==> config.mk <==
export PLATFORM = sky130hd
export DESIGN_NAME = spi_cfg_status
export DESIGN_NICKNAME = d
export VERILOG_FILES = /design/src/design/spi_cfg_pkg.sv /design/src/design/spi_cfg_status.sv /design/src/design/sync_deglitch.sv
export SDC_FILE = /design/constraint.sdc
export NUM_CORES = 1
export LEC_CHECK = 0
export BUFFER_PORTS_ARGS = -buffer_cell sky130_fd_sc_hd__buf_2
export CAP_MARGIN = 20
export CORE_MARGIN = 4
export CORE_UTILIZATION = 32
export DETAILED_ROUTE_END_ITERATION = 12
export GPL_TIMING_DRIVEN = 0
export MAX_ROUTING_LAYER = met4
export PLACE_DENSITY_LB_ADDON = 0.2
export SETUP_SLACK_MARGIN = 0.2
export SYNTH_ARGS = -nofsm -noshare
export SYNTH_HDL_FRONTEND = slang
export SYNTH_HIERARCHICAL = 1
export SYNTH_SLANG_ARGS = --single-unit
==> constraint.sdc <==
create_clock -name clock -period 5.99 [get_ports clock]
set_clock_uncertainty 0.2 [all_clocks]
set_input_delay 0 -clock clock [delete_from_list [all_inputs] [get_ports clock]]
set_output_delay 0 -clock clock [all_outputs]
set_load 0.02 [all_outputs]
==> src/design/spi_cfg_pkg.sv <==
// Constants for the serial port configuration and status register.
// Assumes a 10 MHz system clock and an 8-bit special function register port.
package spi_cfg_pkg;
   localparam logic [7:0] CFG_ADDR = 8'ha1;
   localparam logic [7:0] CFG_RESET = 8'h07;
   localparam int BIT_BUSY = 7;
   localparam int BIT_MASTER = 6;
   localparam int BIT_PHASE = 5;
   localparam int BIT_POLARITY = 4;
   localparam int BIT_SLV_SEL = 3;
   localparam int BIT_SS_RAW = 2;
   localparam int BIT_SR_EMPTY = 1;
   localparam int BIT_RX_EMPTY = 0;
   localparam int CLK_PERIOD_NS = 100;
   localparam int SCK_HALF_NS = 200;
   // Least time, so rounded up, never below one cycle
   localparam int SCK_HALF_CLKS_RAW =
      (SCK_HALF_NS + CLK_PERIOD_NS - 1) / CLK_PERIOD_NS;
   localparam int SCK_HALF_CLKS = (SCK_HALF_CLKS_RAW < 1) ? 1 :
      SCK_HALF_CLKS_RAW;
   localparam logic [3:0] SCK_LAST_CYC = 4'(SCK_HALF_CLKS - 1);
   localparam logic [3:0] LAST_HALF = 4'hf;
   localparam logic [2:0] LAST_BIT = 3'h7;
   localparam int SS_SETUP_CLKS = 2;
endpackage : spi_cfg_pkg

==> src/design/spi_cfg_status.sv <==
// Serial port unit: configuration and status register with its shifter.
// Assumes register port, data port and enable come from the CPU clock
// domain; serial pins are asynchronous and are synchronised here.
`timescale 1ns/1ps
`default_nettype none
module spi_cfg_status (
   input wire logic clock,
   input wire logic rst_n,
   input wire logic [7:0] sfr_addr,
   input wire logic sfr_wr,
   input wire logic sfr_rd,
   input wire logic [7:0] sfr_wdata,
   output logic [7:0] sfr_rdata,
   input wire logic spi_enable,
   input wire logic tx_wr,
   input wire logic [7:0] tx_data,
   output logic tx_buffer_empty,
   input wire logic rx_rd,
   output logic [7:0] rx_data,
   output logic transfer_complete_flag,
   input wire logic slave_select_n,
   input wire logic sck_i,
   output logic sck_o,
   output logic sck_oe,
   input wire logic mosi_i,
   output logic mosi_o,
   output logic mosi_oe,
   input wire logic miso_i,
   output logic miso_o,
   output logic miso_oe
);
   import spi_cfg_pkg::*;

   logic master_q;
   logic phase_q;
   logic pol_q;
   logic [7:0] rdata_q;
   logic [7:0] sr_q;
   logic [7:0] txb_q;
   logic txbmt_q;
   logic sr_loaded_q;
   logic shift_register_empty_q;
   logic [7:0] rxb_q;
   logic receive_buffer_empty_q;
   logic out_q;
   logic done_q;
   logic run_q;
   logic [3:0] half_q;
   logic [3:0] cyc_q;
   logic [2:0] cnt_q;
   logic sck_prev_q;
   logic ss_prev_q;
   logic ss_lvl;
   logic ss_filt;
   logic sck_s;
   logic mosi_s;
   logic miso_s;

   sync_deglitch #(.INIT(1'b1)) u_ss (
      .clock(clock), .rst_n(rst_n), .pin(slave_select_n),
      .level(ss_lvl), .filtered(ss_filt));
   sync_deglitch #(.INIT(1'b0)) u_sck (
      .clock(clock), .rst_n(rst_n), .pin(sck_i),
      .level(sck_s), .filtered());
   sync_deglitch #(.INIT(1'b0)) u_mosi (
      .clock(clock), .rst_n(rst_n), .pin(mosi_i),
      .level(mosi_s), .filtered());
   sync_deglitch #(.INIT(1'b0)) u_miso (
      .clock(clock), .rst_n(rst_n), .pin(miso_i),
      .level(miso_s), .filtered());

   // Register port decode
   wire cfg_hit = (sfr_addr == CFG_ADDR);
   wire cfg_wr = sfr_wr & cfg_hit;
   wire cfg_rd = sfr_rd & cfg_hit;

   // Role selection
   wire is_master = spi_enable & master_q;
   wire slave_act = spi_enable & ~master_q & ~ss_filt;

   // Slave clock edge detection on the synchronised clock
   wire sck_edge = slave_act & (sck_s != sck_prev_q);
   wire lead = sck_edge & (sck_s != pol_q);
   wire trail = sck_edge & (sck_s == pol_q);
   wire s_samp = phase_q ? trail : lead;
   wire s_shift = phase_q ? lead : trail;
   wire ss_fall = ss_prev_q & ~ss_filt;

   // Master timing
   wire half_end = run_q & (cyc_q == SCK_LAST_CYC);
   wire m_samp = half_end & half_q[0];
   wire m_done = m_samp & (half_q == LAST_HALF);
   wire s_done = s_samp & (cnt_q == LAST_BIT);
   wire complete = m_done | s_done;
   wire samp = m_samp | s_samp;
   wire samp_bit = is_master ? miso_s : mosi_s;
   wire busy = run_q | (slave_act & (cnt_q != 3'h0));

   // Transmit path
   wire tx_take = tx_wr & txbmt_q;
   wire load_now = ~txbmt_q & ~sr_loaded_q & ~busy;
   wire start = is_master & sr_loaded_q & ~run_q & ~load_now;
   wire rx_take = complete & (receive_buffer_empty_q | rx_rd);

   // A byte ends on its last clock edge, in phase 0 the trailing one
   wire s_last = phase_q ? s_done : (s_shift & (cnt_q == 3'h0));
   wire shift_register_empty_set = s_last & txbmt_q & (phase_q | ~sr_loaded_q);

   // Status read value
   wire shift_register_empty_rd = is_master | master_q | shift_register_empty_q;
   wire receive_buffer_empty_rd = master_q | receive_buffer_empty_q;
   wire [7:0] cfg_value = {busy, master_q, phase_q, pol_q,
      ~ss_filt, ss_lvl, shift_register_empty_rd, receive_buffer_empty_rd};

   always_ff @(posedge clock) begin
      if (!rst_n) begin
         master_q <= CFG_RESET[BIT_MASTER];
         phase_q <= CFG_RESET[BIT_PHASE];
         pol_q <= CFG_RESET[BIT_POLARITY];
         rdata_q <= 8'h00;
      end else begin
         if (cfg_wr) begin
            master_q <= sfr_wdata[BIT_MASTER];
            phase_q <= sfr_wdata[BIT_PHASE];
            pol_q <= sfr_wdata[BIT_POLARITY];
         end
         rdata_q <= cfg_rd ? cfg_value : 8'h00;
      end
   end

   always_ff @(posedge clock) begin
      if (!rst_n) begin
         txb_q <= 8'h00;
         txbmt_q <= 1'b1;
      end else if (tx_take) begin
         txb_q <= tx_data;
         txbmt_q <= 1'b0;
      end else if (load_now) begin
         txbmt_q <= 1'b1;
      end
   end

   always_ff @(posedge clock) begin
      if (!rst_n) begin
         sr_q <= 8'h00;
         sr_loaded_q <= 1'b0;
         out_q <= 1'b0;
      end else if (load_now) begin
         sr_q <= txb_q;
         sr_loaded_q <= 1'b1;
         out_q <= txb_q[7];
      end else begin
         if (samp) begin
            sr_q <= {sr_q[6:0], samp_bit};
         end
         if (m_samp) begin
            out_q <= sr_q[6];
         end else if (s_shift | ss_fall) begin
            out_q <= sr_q[7];
         end
         if (complete) begin
            sr_loaded_q <= 1'b0;
         end
      end
   end

   // Shift register empty: the last edge of a byte sets it if the transmit buffer is empty, later edges clear
   always_ff @(posedge clock) begin
      if (!rst_n) begin
         shift_register_empty_q <= CFG_RESET[BIT_SR_EMPTY];
      end else if (shift_register_empty_set) begin
         shift_register_empty_q <= 1'b1;
      end else if (load_now | sck_edge) begin
         shift_register_empty_q <= 1'b0;
      end
   end

   // Receive buffer; a new byte wins over a read in the same cycle
   always_ff @(posedge clock) begin
      if (!rst_n) begin
         rxb_q <= 8'h00;
         receive_buffer_empty_q <= CFG_RESET[BIT_RX_EMPTY];
      end else if (rx_take) begin
         rxb_q <= {sr_q[6:0], samp_bit};
         receive_buffer_empty_q <= 1'b0;
      end else if (rx_rd) begin
         receive_buffer_empty_q <= 1'b1;
      end
   end

   always_ff @(posedge clock) begin
      if (!rst_n) begin
         run_q <= 1'b0;
         half_q <= 4'h0;
         cyc_q <= 4'h0;
      end else if (start) begin
         run_q <= 1'b1;
         half_q <= 4'h0;
         cyc_q <= 4'h0;
      end else if (m_done | ~is_master) begin
         run_q <= 1'b0;
      end else if (half_end) begin
         half_q <= half_q + 4'h1;
         cyc_q <= 4'h0;
      end else if (run_q) begin
         cyc_q <= cyc_q + 4'h1;
      end
   end

   // Slave bit counter
   always_ff @(posedge clock) begin
      if (!rst_n) begin
         cnt_q <= 3'h0;
         sck_prev_q <= 1'b0;
         ss_prev_q <= 1'b1;
         done_q <= 1'b0;
      end else begin
         sck_prev_q <= sck_s;
         ss_prev_q <= ss_filt;
         done_q <= complete;
         if (ss_fall | ~spi_enable | master_q) begin
            cnt_q <= 3'h0;
         end else if (s_samp) begin
            cnt_q <= cnt_q + 3'h1;
         end
      end
   end

   // Clock idles at polarity, toggles per half period when running
   wire sck_active = phase_q ? ~half_q[0] : half_q[0];
   assign sck_o = run_q ? (pol_q ^ sck_active) : pol_q;
   assign sck_oe = is_master;
   assign mosi_o = out_q;
   assign mosi_oe = is_master;
   assign miso_o = out_q;
   assign miso_oe = slave_act;
   assign sfr_rdata = rdata_q;
   assign rx_data = rxb_q;
   assign tx_buffer_empty = txbmt_q;
   assign transfer_complete_flag = done_q;
endmodule // spi_cfg_status
`default_nettype wire

==> src/design/sync_deglitch.sv <==
// Two-flop synchroniser with a two-sample stability filter.
// Assumes the input is asynchronous to clock.
`timescale 1ns/1ps
`default_nettype none
module sync_deglitch #(
   parameter logic INIT = 1'b0
) (
   input wire logic clock,
   input wire logic rst_n,
   input wire logic pin,
   output logic level,
   output logic filtered
);
   logic meta_q;
   logic sync_q;
   logic prev_q;
   logic filt_q;

   always_ff @(posedge clock) begin
      if (!rst_n) begin
         meta_q <= INIT;
         sync_q <= INIT;
         prev_q <= INIT;
         filt_q <= INIT;
      end else begin
         meta_q <= pin;
         sync_q <= meta_q;
         prev_q <= sync_q;
         // Update only after two equal consecutive samples
         if (sync_q == prev_q) begin
            filt_q <= prev_q;
         end
      end
   end

   assign level = sync_q;
   assign filtered = filt_q;
endmodule // sync_deglitch
`default_nettype wire

==> metrics.csv <==
metric,value,unit
status,"complete, no violations",
diodes,0,
grt_pass1_wl,10.8,mm
fp.dieH,98.6,µm
critical_path_class,reg2reg,
fillers,797,
start_kind,flop,
end_kind,flop,
cts_max_level,3,
clk_pin_slew,70,ps
die_w,98.6,µm
p_switching,222,µW
peakVddDrop,0.000150,V
port_buffers,52,
nets,420,
r2r_setup_slack,3770,ps
worst_path_largest_cell_delay,640,ps
crit_slowest_cell,o32ai_4,
p_clk_share,46.3,%
critPathMaxFanout,8,
fin_area,3650,µm²
clock_tree.buffer_depth,2,
crit_buf_inv,0,
core-area,7850,µm²
hpwlAfterDp,4.27,mm
maxSlewViolCount,0,
reg2reg_to,rx_data[0],
drtPass1Iterations,4,
swShare,22.2,%
grt_max_degree,15,
p_int,778,µW
syn_area,2630,µm²
seqPwrFrac,45.4,%
area_delta_synth_final,38.8,%
min_path_type,in2reg,
finalSetupViolCount,0,
ios,59,
rr_worst_depth,5,
grt_use_total,14.4,%
comb_power_share,8.2,%
rsz0062_at_grt,false,
r2r-start,pol_q,
post_cts_resized,0,
fin_crit_sh,37.1,%
wl_per_cell,12.6,µm
min_from,sfr_addr[1],
fin_crit,2220,ps
numCtsBuffers,9,
initial_core_util,33.5,%
critical-path-top-delay-family,compound AO/OA/AOI/OAI gates,
avgViaCountPerCell,4.58,
holdPathEnd,sfr_rdata[3],
clockRootBuffer,clkbuf_8,
wl,6.10,mm
clk_latency,340,ps
vias,2224,
drt-initial-drc-count,79,
power.density,274,nW/µm²
cts.sinks,65,
cp.arrival,2240,ps
placed_cell_area,3020,µm²
grt_pass1_vias,2295,
fmax,450,MHz
die_area,9730,µm²
finalSetupTns,0,ps
synthCells,278,
syn_nets,319,
rows,32,
drc_errors,0,
antenna_found_initial,0,
gp_congestion,0.798,
tightest_slew,639,ps
cts_tree,done,
critPathRequiredTime,6000,ps
overflow,0,
hold_viol,0,
fin_util,46.5,%
p_leak,1.52,nW
min_path_cells,5,
max_cap_viol_count,0,
worstPathCellList,xnor2_1 > xor2_1 > o32ai_4 > mux2i_1 > nor2_1,
fin_hold_ws,181,ps
ant_nets,0,
yosysWarnings,6,
slew_headroom,57.4,%
drive_above_1_share,21.9,%
synth.avg_cell_area,9.46,µm²
how the worst max path moves through the flow:
| stage | start | end | slack, ps | depth (start not counted) |
|---|---|---|---|---|
| finish | pol_q | rx_data[0] | 3770 | 5 |
| global route | pol_q | rx_data[3] | 3550 | 5 |
| CTS | pol_q | rx_data[0] | 3720 | 5 |
| detailed placement | pol_q | rx_data[3] | 3720 | 5 |
| global placement | master_q | rx_data[0] | 3790 | 5 |
| floorplan | master_q | rx_data[0] | 3980 | 5 |
registers in the layout (all words and copies together) (netlist names), 3 cells and up:
name	cells
txb_q	8
rx_data	8
cnt_q	3
half_q	4
sfr_rdata	8
cyc_q	4
sr_q	8
through the flow:
step / worst slack [ps] / std cells / total power, mW
floorplan: 3980 / 278 / 0.506
global placement: 3790 / 432 / 0.530
CTS: 3720 / 486 / 1.01
finish: 3770 / 486 / 1.00
global route: 3550 / 486 / 1.05
detailed placement: 3720 / 432 / 0.531
tightest hold or removal path, stage by stage:
cell and delay, ps:
buf_2 70, and4b_1 180, clkbuf_1 160, nand3_1 210, nor2_1 60
area by class of cell:
cell class                 count  area [µm²]  share of cell area, %
tap                          102         128                   3.50
clock inverter                 6         115                   3.15
clock buffer                  10         138                   3.77
timing repair buffer          90         641                   17.6
buffer                        15        66.3                   1.82
sequential                    65        1300                   35.7
multi-input combinational    192        1240                   33.9
inverter                       6        22.5                  0.617
power groups by stage:
stage | sequential, mW | combinational (mW) | clock [mW]
2_1_floorplan | 0.463 | 0.0427 | 0
3_3_place_gp | 0.465 | 0.0654 | 0
3_5_place_dp | 0.465 | 0.0662 | 0
4_1_cts | 0.455 | 0.0827 | 0.475
5_1_grt | 0.457 | 0.0931 | 0.497
6_report | 0.455 | 0.0824 | 0.463
metal layers:
layer  track usage (%)  share of wire (%)  vias up
li1                  -                  -     1149
met4              6.41                2.2        0
met5                 -                  0        -
met1              17.7                 47     1024
met3              3.54                4.1       13
met2              22.4                 47       38
layout by cell type, fill, tap and decap left out, drive strengths merged, types with 3 or more instances in the layout:
cell type     n
a211oi        7
a21oi        14
and2         13
buf          56
bufinv        3
clkbuf       21
dfxtp        65
dlygate4sd3  38
ha            6
inv           6
mux2i        20
nand2        23
nand2b        7
nand3        17
nand4         3
nor2         41
o21ai         3
xnor2         6
xor2          7
repair_timing:
action                                 4_1_cts  5_1_grt
endpoints found under the hold margin       36        0
hold buffers                                38        0
setup buffers                                0        0
Power figures use the tool's default switching activity.
